File: src/hw/fcl_map.svh
// register offsets, field positions, reset values and command codes of the launch sequencer
`ifndef FCL_MAP_SVH
`define FCL_MAP_SVH
// register byte offsets on the apb bus
`define FCL_OFF_CLKDIV 8'h00
`define FCL_OFF_INDEX 8'h04
`define FCL_OFF_STATUS 8'h08
`define FCL_OFF_PROT 8'h0c
`define FCL_OFF_DPROT 8'h10
`define FCL_OFF_PARAM 8'h14
// field positions
`define FCL_CLKDIV_LOADED 7
`define FCL_ST_COMMAND_COMPLETE_FLAG 7
`define FCL_ST_ACCESS_ERROR_FLAG 5
`define FCL_ST_PROTECTION_VIOLATION_FLAG 4
`define FCL_PROT_OPEN 7
`define FCL_PROT_HDIS 5
`define FCL_PROT_LDIS 2
`define FCL_DPROT_OPEN 7
`define FCL_BLK_PFLASH 6
// parameter words
`define FCL_NUM_WORDS 6
`define FCL_INDEX_MAX 3'h5
// reset values
`define FCL_RST_COMMAND_COMPLETE_FLAG 1'b1
`define FCL_RST_PROT 8'h00
`define FCL_RST_DPROT 8'h00
// command codes
`define FCL_CMD_EV_ALL 8'h01
`define FCL_CMD_EV_BLK 8'h02
`define FCL_CMD_EV_PSEC 8'h03
`define FCL_CMD_RD_ONCE 8'h04
`define FCL_CMD_PG_P 8'h06
`define FCL_CMD_PG_ONCE 8'h07
`define FCL_CMD_ER_ALL 8'h08
`define FCL_CMD_ER_BLK 8'h09
`define FCL_CMD_ER_PSEC 8'h0a
`define FCL_CMD_UNSEC 8'h0b
`define FCL_CMD_KEY 8'h0c
`define FCL_CMD_UMARGIN 8'h0d
`define FCL_CMD_FMARGIN 8'h0e
`define FCL_CMD_EV_DSEC 8'h10
`define FCL_CMD_PG_D 8'h11
`define FCL_CMD_ER_DSEC 8'h12
`endif

File: src/hw/fcl_pkg.sv
// types of the flash command launch sequencer
`default_nettype none
package fcl_pkg;
  typedef enum logic [1:0] {
    FCL_NORMAL_SINGLE,
    FCL_NORMAL_EXPANDED,
    FCL_SPECIAL_SINGLE,
    FCL_SPECIAL
  } fcl_mode_type;

  typedef enum logic {FCL_IDLE, FCL_BUSY} fcl_phase_type;

  typedef logic [5:0][15:0] fcl_words_type;

  typedef struct packed {
    logic launch;
    fcl_words_type words;
  } fcl_cmd_type;

  typedef struct packed {
    fcl_phase_type phase;
    logic [6:0] fdiv;
    logic fdiv_loaded;
    logic [2:0] index;
    fcl_words_type words;
    logic command_complete_flag;
    logic access_error_flag;
    logic protection_violation_flag;
    logic [7:0] prot;
    logic [7:0] dprot;
    logic once_used;
    logic launch;
    logic [31:0] prdata;
    logic pready;
    logic pslverr;
  } fcl_state_type;
endpackage
`default_nettype wire

File: src/hw/fcl_top.sv
// flash command launch sequencer with apb register slave
//
// Register access over APB and the placing of the registers were left to the implementer.
`include "fcl_map.svh"
`default_nettype none
module fcl_top (
  input wire logic clk,
  input wire logic rst,
  input wire logic psel,
  input wire logic penable,
  input wire logic pwrite,
  input wire logic [7:0] paddr,
  input wire logic [31:0] pwdata,
  output logic [31:0] prdata,
  output logic pready,
  output logic pslverr,
  input wire logic secured,
  input wire fcl_pkg::fcl_mode_type mode,
  output fcl_pkg::fcl_cmd_type eng_cmd,
  input wire logic eng_done,
  input wire fcl_pkg::fcl_words_type eng_result,
  output logic cmd_complete
);
  // ==========================================================
  // command decoding
  function automatic logic code_defined(input logic [7:0] c);
    case (c)
      `FCL_CMD_EV_ALL, `FCL_CMD_EV_BLK, `FCL_CMD_EV_PSEC, `FCL_CMD_RD_ONCE,
      `FCL_CMD_PG_P, `FCL_CMD_PG_ONCE, `FCL_CMD_ER_ALL, `FCL_CMD_ER_BLK,
      `FCL_CMD_ER_PSEC, `FCL_CMD_UNSEC, `FCL_CMD_KEY, `FCL_CMD_UMARGIN,
      `FCL_CMD_FMARGIN, `FCL_CMD_EV_DSEC, `FCL_CMD_PG_D, `FCL_CMD_ER_DSEC: begin
        code_defined = 1'b1;
      end
      default: begin
        code_defined = 1'b0;
      end
    endcase
  endfunction

  function automatic logic code_allowed(input logic [7:0] c, input logic sec,
                                        input fcl_pkg::fcl_mode_type m);
    logic special;
    logic nsingle;
    special = (m == fcl_pkg::FCL_SPECIAL_SINGLE) || (m == fcl_pkg::FCL_SPECIAL);
    nsingle = (m == fcl_pkg::FCL_NORMAL_SINGLE);
    case (c)
      `FCL_CMD_EV_ALL, `FCL_CMD_EV_BLK: begin
        code_allowed = 1'b1;
      end
      `FCL_CMD_ER_ALL, `FCL_CMD_UNSEC: begin
        code_allowed = special;
      end
      `FCL_CMD_FMARGIN: begin
        code_allowed = special && !sec;
      end
      `FCL_CMD_KEY: begin
        code_allowed = nsingle;
      end
      default: begin
        code_allowed = !sec || nsingle;
      end
    endcase
  endfunction

  function automatic logic code_modifies(input logic [7:0] c);
    case (c)
      `FCL_CMD_PG_P, `FCL_CMD_PG_ONCE, `FCL_CMD_ER_ALL, `FCL_CMD_ER_BLK,
      `FCL_CMD_ER_PSEC, `FCL_CMD_UNSEC, `FCL_CMD_PG_D, `FCL_CMD_ER_DSEC: begin
        code_modifies = 1'b1;
      end
      default: begin
        code_modifies = 1'b0;
      end
    endcase
  endfunction

  function automatic logic addr_mapped(input logic [7:0] a);
    case (a)
      `FCL_OFF_CLKDIV, `FCL_OFF_INDEX, `FCL_OFF_STATUS, `FCL_OFF_PROT, `FCL_OFF_DPROT,
      `FCL_OFF_PARAM: begin
        addr_mapped = 1'b1;
      end
      default: begin
        addr_mapped = 1'b0;
      end
    endcase
  endfunction

  // ==========================================================
  // state and decode
  fcl_pkg::fcl_state_type q;
  fcl_pkg::fcl_state_type d;
  logic setup;
  logic wr;
  logic launch_try;
  logic [7:0] code;
  logic pprot_open;
  logic all_open;
  logic blk_ok;

  assign setup = psel && !penable;
  assign wr = psel && penable && q.pready && pwrite;
  assign code = q.words[0][15:8];
  // launch only counts when the previous sequence is over and errors are clear
  assign launch_try = wr && (paddr == `FCL_OFF_STATUS) && pwdata[`FCL_ST_COMMAND_COMPLETE_FLAG] && q.command_complete_flag
    && !q.access_error_flag && !q.protection_violation_flag;
  assign pprot_open = q.prot[`FCL_PROT_LDIS] && q.prot[`FCL_PROT_HDIS]
    && q.prot[`FCL_PROT_OPEN];
  assign all_open = pprot_open && q.dprot[`FCL_DPROT_OPEN];
  // block select: bit 6 of parameter word 0 picks program flash, else data flash
  assign blk_ok = q.words[0][`FCL_BLK_PFLASH] ? pprot_open : q.dprot[`FCL_DPROT_OPEN];

  // ==========================================================
  // next state
  always_comb begin
    d = q;
    d.launch = 1'b0;
    d.pready = 1'b0;
    d.pslverr = 1'b0;
    if (setup) begin
      d.pready = 1'b1;
      d.pslverr = !addr_mapped(paddr);
      case (paddr)
        `FCL_OFF_CLKDIV: begin
          d.prdata = {24'h000000, q.fdiv_loaded, q.fdiv};
        end
        `FCL_OFF_INDEX: begin
          d.prdata = {29'h00000000, q.index};
        end
        `FCL_OFF_STATUS: begin
          d.prdata = {24'h000000, q.command_complete_flag, 1'b0, q.access_error_flag, q.protection_violation_flag, 4'h0};
        end
        `FCL_OFF_PROT: begin
          d.prdata = {24'h000000, q.prot};
        end
        `FCL_OFF_DPROT: begin
          d.prdata = {24'h000000, q.dprot};
        end
        `FCL_OFF_PARAM: begin
          d.prdata = (q.index <= `FCL_INDEX_MAX) ? {16'h0000, q.words[q.index]} : 32'h00000000;
        end
        default: begin
          d.prdata = 32'h00000000;
        end
      endcase
    end
    if (wr && q.command_complete_flag) begin
      // configuration is frozen while a command runs
      case (paddr)
        `FCL_OFF_CLKDIV: begin
          d.fdiv = pwdata[6:0];
          d.fdiv_loaded = 1'b1;
        end
        `FCL_OFF_INDEX: begin
          d.index = pwdata[2:0];
        end
        `FCL_OFF_PROT: begin
          d.prot = pwdata[7:0];
        end
        `FCL_OFF_DPROT: begin
          d.dprot = pwdata[7:0];
        end
        `FCL_OFF_PARAM: begin
          if (q.index <= `FCL_INDEX_MAX) begin
            d.words[q.index] = pwdata[15:0];
          end
        end
        `FCL_OFF_STATUS: begin
          if (pwdata[`FCL_ST_ACCESS_ERROR_FLAG]) begin
            d.access_error_flag = 1'b0;
          end
          if (pwdata[`FCL_ST_PROTECTION_VIOLATION_FLAG]) begin
            d.protection_violation_flag = 1'b0;
          end
        end
        default: begin
        end
      endcase
    end
    case (q.phase)
      fcl_pkg::FCL_IDLE: begin
        if (launch_try) begin
          if (!code_defined(code) || !code_allowed(code, secured, mode)) begin
            d.access_error_flag = 1'b1;
          end else if (code_modifies(code) && !q.fdiv_loaded) begin
            d.access_error_flag = 1'b1;
          end else if (code == `FCL_CMD_PG_ONCE && q.once_used) begin
            d.access_error_flag = 1'b1;
          end else if ((code == `FCL_CMD_ER_ALL && !all_open)
                       || (code == `FCL_CMD_ER_BLK && !blk_ok)) begin
            d.protection_violation_flag = 1'b1;
          end else begin
            d.command_complete_flag = 1'b0;
            d.launch = 1'b1;
            d.phase = fcl_pkg::FCL_BUSY;
          end
        end
      end
      fcl_pkg::FCL_BUSY: begin
        if (eng_done) begin
          d.command_complete_flag = 1'b1;
          d.words = eng_result;
          d.phase = fcl_pkg::FCL_IDLE;
          if (code == `FCL_CMD_PG_ONCE) begin
            d.once_used = 1'b1;
          end
        end
      end
      default: begin
        d.phase = fcl_pkg::FCL_IDLE;
      end
    endcase
  end

  always_ff @(posedge clk) begin
    if (rst) begin
      q <= '0;
      q.command_complete_flag <= `FCL_RST_COMMAND_COMPLETE_FLAG;
      q.prot <= `FCL_RST_PROT;
      q.dprot <= `FCL_RST_DPROT;
    end else begin
      q <= d;
    end
  end

  // ==========================================================
  // outputs
  assign prdata = q.prdata;
  assign pready = q.pready;
  assign pslverr = q.pslverr;
  assign eng_cmd = '{launch: q.launch, words: q.words};
  assign cmd_complete = q.command_complete_flag;

  // ==========================================================
  // assertions
  property p_param_frozen;
    @(posedge clk) disable iff (rst)
    (wr && paddr == `FCL_OFF_PARAM && !q.command_complete_flag && !eng_done) |=> $stable(q.words);
  endproperty
  a_param_frozen: assert property (p_param_frozen) else $error("param written while busy");

  property p_param_index;
    @(posedge clk) disable iff (rst)
    (setup && paddr == `FCL_OFF_PARAM && q.index == 3'h2)
      |=> (prdata[15:0] == $past(q.words[2]));
  endproperty
  a_param_index: assert property (p_param_index) else $error("indexed read wrong word");

  property p_launch;
    @(posedge clk) disable iff (rst)
    eng_cmd.launch |-> (!cmd_complete && $past(launch_try));
  endproperty
  a_launch: assert property (p_launch) else $error("launch without valid request");

  property p_busy_low;
    @(posedge clk) disable iff (rst)
    (eng_cmd.launch && !eng_done) |=> !cmd_complete;
  endproperty
  a_busy_low: assert property (p_busy_low) else $error("complete flag rose early");

  property p_done;
    @(posedge clk) disable iff (rst)
    (q.phase == fcl_pkg::FCL_BUSY && eng_done) |=> (cmd_complete && q.words == $past(eng_result));
  endproperty
  a_done: assert property (p_done) else $error("completion not reported");

  property p_undefined;
    @(posedge clk) disable iff (rst)
    (launch_try && !code_defined(code)) |=> (q.access_error_flag && cmd_complete && !eng_cmd.launch);
  endproperty
  a_undefined: assert property (p_undefined) else $error("undefined code not refused");

  property p_no_div;
    @(posedge clk) disable iff (rst)
    (launch_try && code == `FCL_CMD_PG_P && !q.fdiv_loaded) |=> (q.access_error_flag && !eng_cmd.launch);
  endproperty
  a_no_div: assert property (p_no_div) else $error("program ran without divider");

  property p_erase_all_prot;
    @(posedge clk) disable iff (rst)
    (launch_try && code == `FCL_CMD_ER_ALL && !all_open) |=> !eng_cmd.launch;
  endproperty
  a_erase_all_prot: assert property (p_erase_all_prot) else $error("erase all while protected");

  property p_fmargin_sec;
    @(posedge clk) disable iff (rst)
    (launch_try && code == `FCL_CMD_FMARGIN && secured) |=> (q.access_error_flag && cmd_complete);
  endproperty
  a_fmargin_sec: assert property (p_fmargin_sec) else $error("field margin when secured");

  property p_key_mode;
    @(posedge clk) disable iff (rst)
    (launch_try && code == `FCL_CMD_KEY && mode != fcl_pkg::FCL_NORMAL_SINGLE) |=> q.access_error_flag;
  endproperty
  a_key_mode: assert property (p_key_mode) else $error("key check outside normal single");

  property p_once;
    @(posedge clk) disable iff (rst)
    (launch_try && code == `FCL_CMD_PG_ONCE && q.once_used) |=> (!eng_cmd.launch && q.access_error_flag);
  endproperty
  a_once: assert property (p_once) else $error("one-time field programmed twice");

  property p_busy_hold;
    @(posedge clk) disable iff (rst)
    (q.phase == fcl_pkg::FCL_BUSY && !eng_done) |=> !cmd_complete;
  endproperty
  a_busy_hold: assert property (p_busy_hold) else $error("complete flag set while busy");

  property p_launch_pulse;
    @(posedge clk) disable iff (rst)
    eng_cmd.launch |=> !eng_cmd.launch;
  endproperty
  a_launch_pulse: assert property (p_launch_pulse) else $error("launch longer than one cycle");

  property p_err_no_launch;
    @(posedge clk) disable iff (rst)
    (wr && paddr == `FCL_OFF_STATUS && pwdata[`FCL_ST_COMMAND_COMPLETE_FLAG] && (q.access_error_flag || q.protection_violation_flag))
      |=> !eng_cmd.launch;
  endproperty
  a_err_no_launch: assert property (p_err_no_launch) else $error("launch with error set");

  property p_busy_no_launch;
    @(posedge clk) disable iff (rst)
    (wr && paddr == `FCL_OFF_STATUS && !q.command_complete_flag) |=> !eng_cmd.launch;
  endproperty
  a_busy_no_launch: assert property (p_busy_no_launch) else $error("launch while busy");

  property p_secured_restrict;
    @(posedge clk) disable iff (rst)
    (launch_try && secured && mode == fcl_pkg::FCL_NORMAL_EXPANDED && code != `FCL_CMD_EV_ALL
      && code != `FCL_CMD_EV_BLK) |=> (q.access_error_flag && cmd_complete && !eng_cmd.launch);
  endproperty
  a_secured_restrict: assert property (p_secured_restrict) else $error("secured code ran");

  property p_unsec_special;
    @(posedge clk) disable iff (rst)
    (launch_try && code == `FCL_CMD_UNSEC && (mode == fcl_pkg::FCL_NORMAL_SINGLE
      || mode == fcl_pkg::FCL_NORMAL_EXPANDED)) |=> (q.access_error_flag && !eng_cmd.launch);
  endproperty
  a_unsec_special: assert property (p_unsec_special) else $error("unsecure in normal mode");

  property p_dflash_open;
    @(posedge clk) disable iff (rst)
    (launch_try && !secured && code == `FCL_CMD_EV_DSEC) |=> (eng_cmd.launch && !cmd_complete);
  endproperty
  a_dflash_open: assert property (p_dflash_open) else $error("data check refused");

  property p_blk_prot;
    @(posedge clk) disable iff (rst)
    (launch_try && code == `FCL_CMD_ER_BLK && q.words[0][`FCL_BLK_PFLASH] && !pprot_open
      && code_allowed(code, secured, mode) && q.fdiv_loaded) |=> (q.protection_violation_flag && !eng_cmd.launch);
  endproperty
  a_blk_prot: assert property (p_blk_prot) else $error("protected block erased");

  property p_user_margin;
    @(posedge clk) disable iff (rst)
    (launch_try && !secured && code == `FCL_CMD_UMARGIN) |=> eng_cmd.launch;
  endproperty
  a_user_margin: assert property (p_user_margin) else $error("user margin refused");
endmodule
`default_nettype wire

File: config.mk
export PLATFORM = sky130hd
export DESIGN_NAME = fcl_top
export DESIGN_NICKNAME = d
export VERILOG_FILES = /design/src/hw/fcl_pkg.sv /design/src/hw/fcl_top.sv
export VERILOG_INCLUDE_DIRS = /design/src /design/src/hw
export SDC_FILE = /design/constraint.sdc
export NUM_CORES = 1
export LEC_CHECK = 0
export ABC_AREA = 0
export BUFFER_PORTS_ARGS = -buffer_cell sky130_fd_sc_hd__buf_2
export CAP_MARGIN = 10
export CORE_ASPECT_RATIO = 0.8
export CORE_MARGIN = 4
export CORE_UTILIZATION = 45
export CTS_BUF_LIST = sky130_fd_sc_hd__clkbuf_8
export CTS_CLUSTER_DIAMETER = 80
export DETAILED_ROUTE_END_ITERATION = 8
export HOLD_SLACK_MARGIN = 0.1
export PLACE_DENSITY = 0.68
export SETUP_SLACK_MARGIN = 0.2
export SYNTH_ARGS = -nofsm -noshare
export SYNTH_HDL_FRONTEND = slang
export SYNTH_SLANG_ARGS = --single-unit
File: constraint.sdc
create_clock -name clk -period 2.83 [get_ports clk]
set_input_delay 0.283 -clock clk [delete_from_list [all_inputs] [get_ports clk]]
set_output_delay 0.283 -clock clk [all_outputs]
set_load 0.01 [all_outputs]
==> flow_summary.yaml <==
die:
  core-area_um2: 18300
  die_h_um: 131
  num_rows: 44
  die_area_um2: 21100
  die_w_um: 161
  start_util: 0.462
  ios: 277
grt:
  grt_max_degree: 99
  grtUsageTotal: 0.278
  overflow: 0
  grt_pass1_vias: 7334
  antenna_found_initial: 0
  grt_pass1_wl_um: 44800
cells_and_area:
  fin_nets: 1291
  drive_above_1_share: 0.292
  final_util: 0.549
  syn_to_final_growth_pct: 19.0
  antenna_cells: 0
  finalInstanceArea_um2: 10100
  ff_latch_area_um2: 2980
  multiInputGateArea_um2: 4230
  nFillCells: 1721
placed_design:
  globalplace.congestion: 0.880
  dpl.hpwl_um: 21700
  dpl-instance-area_um2: 9090
  io_buffers: 244
critical_path:
  reg2reg_from: "cmd_complete"
  max_stage_delay_ns: 0.42
  cp-end-kind: "flip-flop"
  critPathBufInv: 1
  critPathMaxFanout: 10
  crit_chain: "nor4b_1 > nor4bb_4 > buf_12 > mux2i_1 > a211o_1 > a2111oi_2 > o21ai_1 > o311a_1"
  path_depth: 8
  slowest_stage: "dfxtp_1"
  worstPathRequired_ns: 3.18
  path_class: "reg2reg"
  cp.arrival_ns: 2.75
  r2r_slack_ns: 0.43
  cp_top_family: "compound AO/OA/AOI/OAI gates"
  reg2reg_depth: 8
  cp-startpoint: "cmd_complete"
  start_kind: "flip-flop"
power_and_ir_drop:
  p_leak_uw: 0.00443
  power.density_nw_per_um2: 422
  vdd_ir_drop_max_v: 0.000280
sta:
  finalSetupTns_ns: 0
  hold_viol_final: 0
  holdWs_ns: 0.123
  max_slew_margin: 0.504
  finalCritPeriodShare: 0.848
  worst_pin_slew_ns: 0.745
  finClkSkew_ns: 0.0167
  slew_violations: 0
  min_period_ns: 2.40
  rsz0062_at_grt: "no"
  setup_viol_count_final: 0
  fmaxAchievable_mhz: 417
drt:
  ant_nets: 0
  drt-pass1-iter-count: 5
  via_count: 7912
  vias_per_cell: 5.61
  drt_wl_total_um: 29800
  detail_route.iter0.violations: 813
  wire_per_inst_um: 21.1
  drc: 0
cts:
  cts_tree: "done"
  clockBufferDepth: 2
  htree_levels: 4
  clock-sinks: 149
  cts_hold_buf: 56
  cts_buffers: 17
  post_cts_buffers: 0
  clkLatencyLatePin_ns: 0.46
  cts-resized-gates: 0
  cts_root_buffer: "clkbuf_8"
  clk_pin_slew_ns: 0.09
yosys:
  synth_area_leaders: "dfxtp_1 (35%), mux2i_1 (13%), buf_4 (12%), a211oi_1 (8.3%), nor2_1 (6.3%)"
  synth_edf_count: 0
  synth.yosys.seq_area_share: 0.352
  ys.flop_type: "dfxtp_1"
  ys_types: 63
  synth-seq-cells: 149
  synthCells: 986
  synthesis.area_um2: 8460
  synth_largest_area_cell: "dfxtp_1"
  syn_avg_cell_area_um2: 8.58
  async_flop_share: 0
  synth_top_area_frac: 0.352
  yosys_warnings: 0
worst_hold_path:
  holdPathStages: 3
  hold_class: "in2reg"
run_status:
  status: "finished clean"
job:
  maxCapViolCount: 0
[logic make-up (layout without fill, tap and decap cells)]
kind of cell / Yosys count / in the layout / share of synthesized area
XOR/XNOR: 1 / 1 / 0.00103
AND/OR/NAND/NOR: 272 / 272 / 0.145
other: 1 / 16 / 0.000443
flip-flops: 149 / 149 / 0.352
multiplexers: 129 / 129 / 0.161
AO/OA/AOI/OAI: 218 / 218 / 0.182
buffers and inverters: 215 / 371 / 0.157
adder cells (fa/ha/maj): 1 / 1 / 0.00148
[sequential cells by signal, indices dropped and copies added, names as in the netlist, named ones only]
register and flops:
eng_cmd 97, pready 1, prdata 16, cmd_complete 1, pslverr 1, q 31
[cell type report]
cell class / count / area share
tap: 253 / 0.0314
multi-input combinational: 637 / 0.420
clock inverter: 13 / 0.0170
sequential: 149 / 0.296
timing repair buffer: 333 / 0.208
clock buffer: 18 / 0.0246
inverter: 7 / 0.00261
[where the power goes]
group,switching [uW],leakage (uW),total (uW),internal [uW]
registers,3.38,0.00120,2110,2100
logic,174,0.00302,318,144
clock network,918,0.000212,1830,908
[how the worst min path moves through the flow]
stage | startpoint | to
final | eng_result[64] | eng_cmd[64]
after global routing | eng_result[5] | eng_cmd[5]
after CTS | eng_result[5] | eng_cmd[5]
after detailed placement | prdata[9] | prdata[9]
after floorplan | rst | eng_cmd[11]
after global placement | prdata[9] | prdata[9]
[worst register-to-register path, stage by stage (launching register included)]
cell       delay (ns)
dfxtp_1          0.42
nor4b_1          0.36
nor4bb_4         0.33
buf_12           0.18
mux2i_1          0.08
a211o_1          0.40
a2111oi_2        0.30
o21ai_1          0.10
o311a_1          0.13
[cell usage after synthesis, drive strengths merged (2+ instances only)]
| cell type | number |
|---|---|
| clkbuf | 65 |
| a22oi | 4 |
| a211oi | 96 |
| and4 | 2 |
| mux4 | 4 |
| mux2 | 14 |
| nor4 | 3 |
| nor3b | 2 |
| a31oi | 4 |
| a21oi | 32 |
| nor2b | 5 |
| inv | 7 |
| or2 | 2 |
| or3 | 3 |
| dfxtp | 149 |
| mux2i | 111 |
| nand3 | 25 |
| a21o | 3 |
| nor2 | 142 |
| a221oi | 12 |
| a32oi | 3 |
| o22ai | 21 |
| and2 | 3 |
| nand2b | 9 |
| nand2 | 56 |
| o21ai | 21 |
| buf | 143 |
| a311oi | 8 |
| nor3 | 11 |
| or4b | 2 |
| a2111oi | 5 |
[cells in the final DEF (no fill, tap or decap), types with 8 or more instances in the layout]
cell	Yosys	routed
a211oi_1	94	94
a21oi_1	32	32
a221oi_1	12	12
buf_2	5	243
buf_4	133	29
clkbuf_8	0	18
conb_1	1	16
dfxtp_1	149	149
dlygate4sd3_1	0	56
mux2_2	14	14
mux2i_1	111	111
nand2_1	56	55
nand2b_1	8	8
nand3_1	25	25
nor2_1	142	142
nor3_1	9	9
o21ai_0	19	19
o22ai_1	21	21
[metal layers]
metal	up-vias	share of wire	track usage
li1	3712	-	-
met1	3685	0.45	0.395
met2	461	0.41	0.415
met3	54	0.11	0.0771
met4	0	0.020	0.0767
met5	-	0	0
[metrics by stage]
step / setup WS [ns] / power [uW] / std cells
after floorplan: 0.346 / 2270 / 1001
after global placement: 0.171 / 2400 / 1323
after detailed placement: 0.155 / 2410 / 1323
after CTS: 0.466 / 4260 / 1410
after global routing: 0.303 / 4370 / 1410
final: 0.429 / 4250 / 1410
Power figures use the tool's default switching activity.
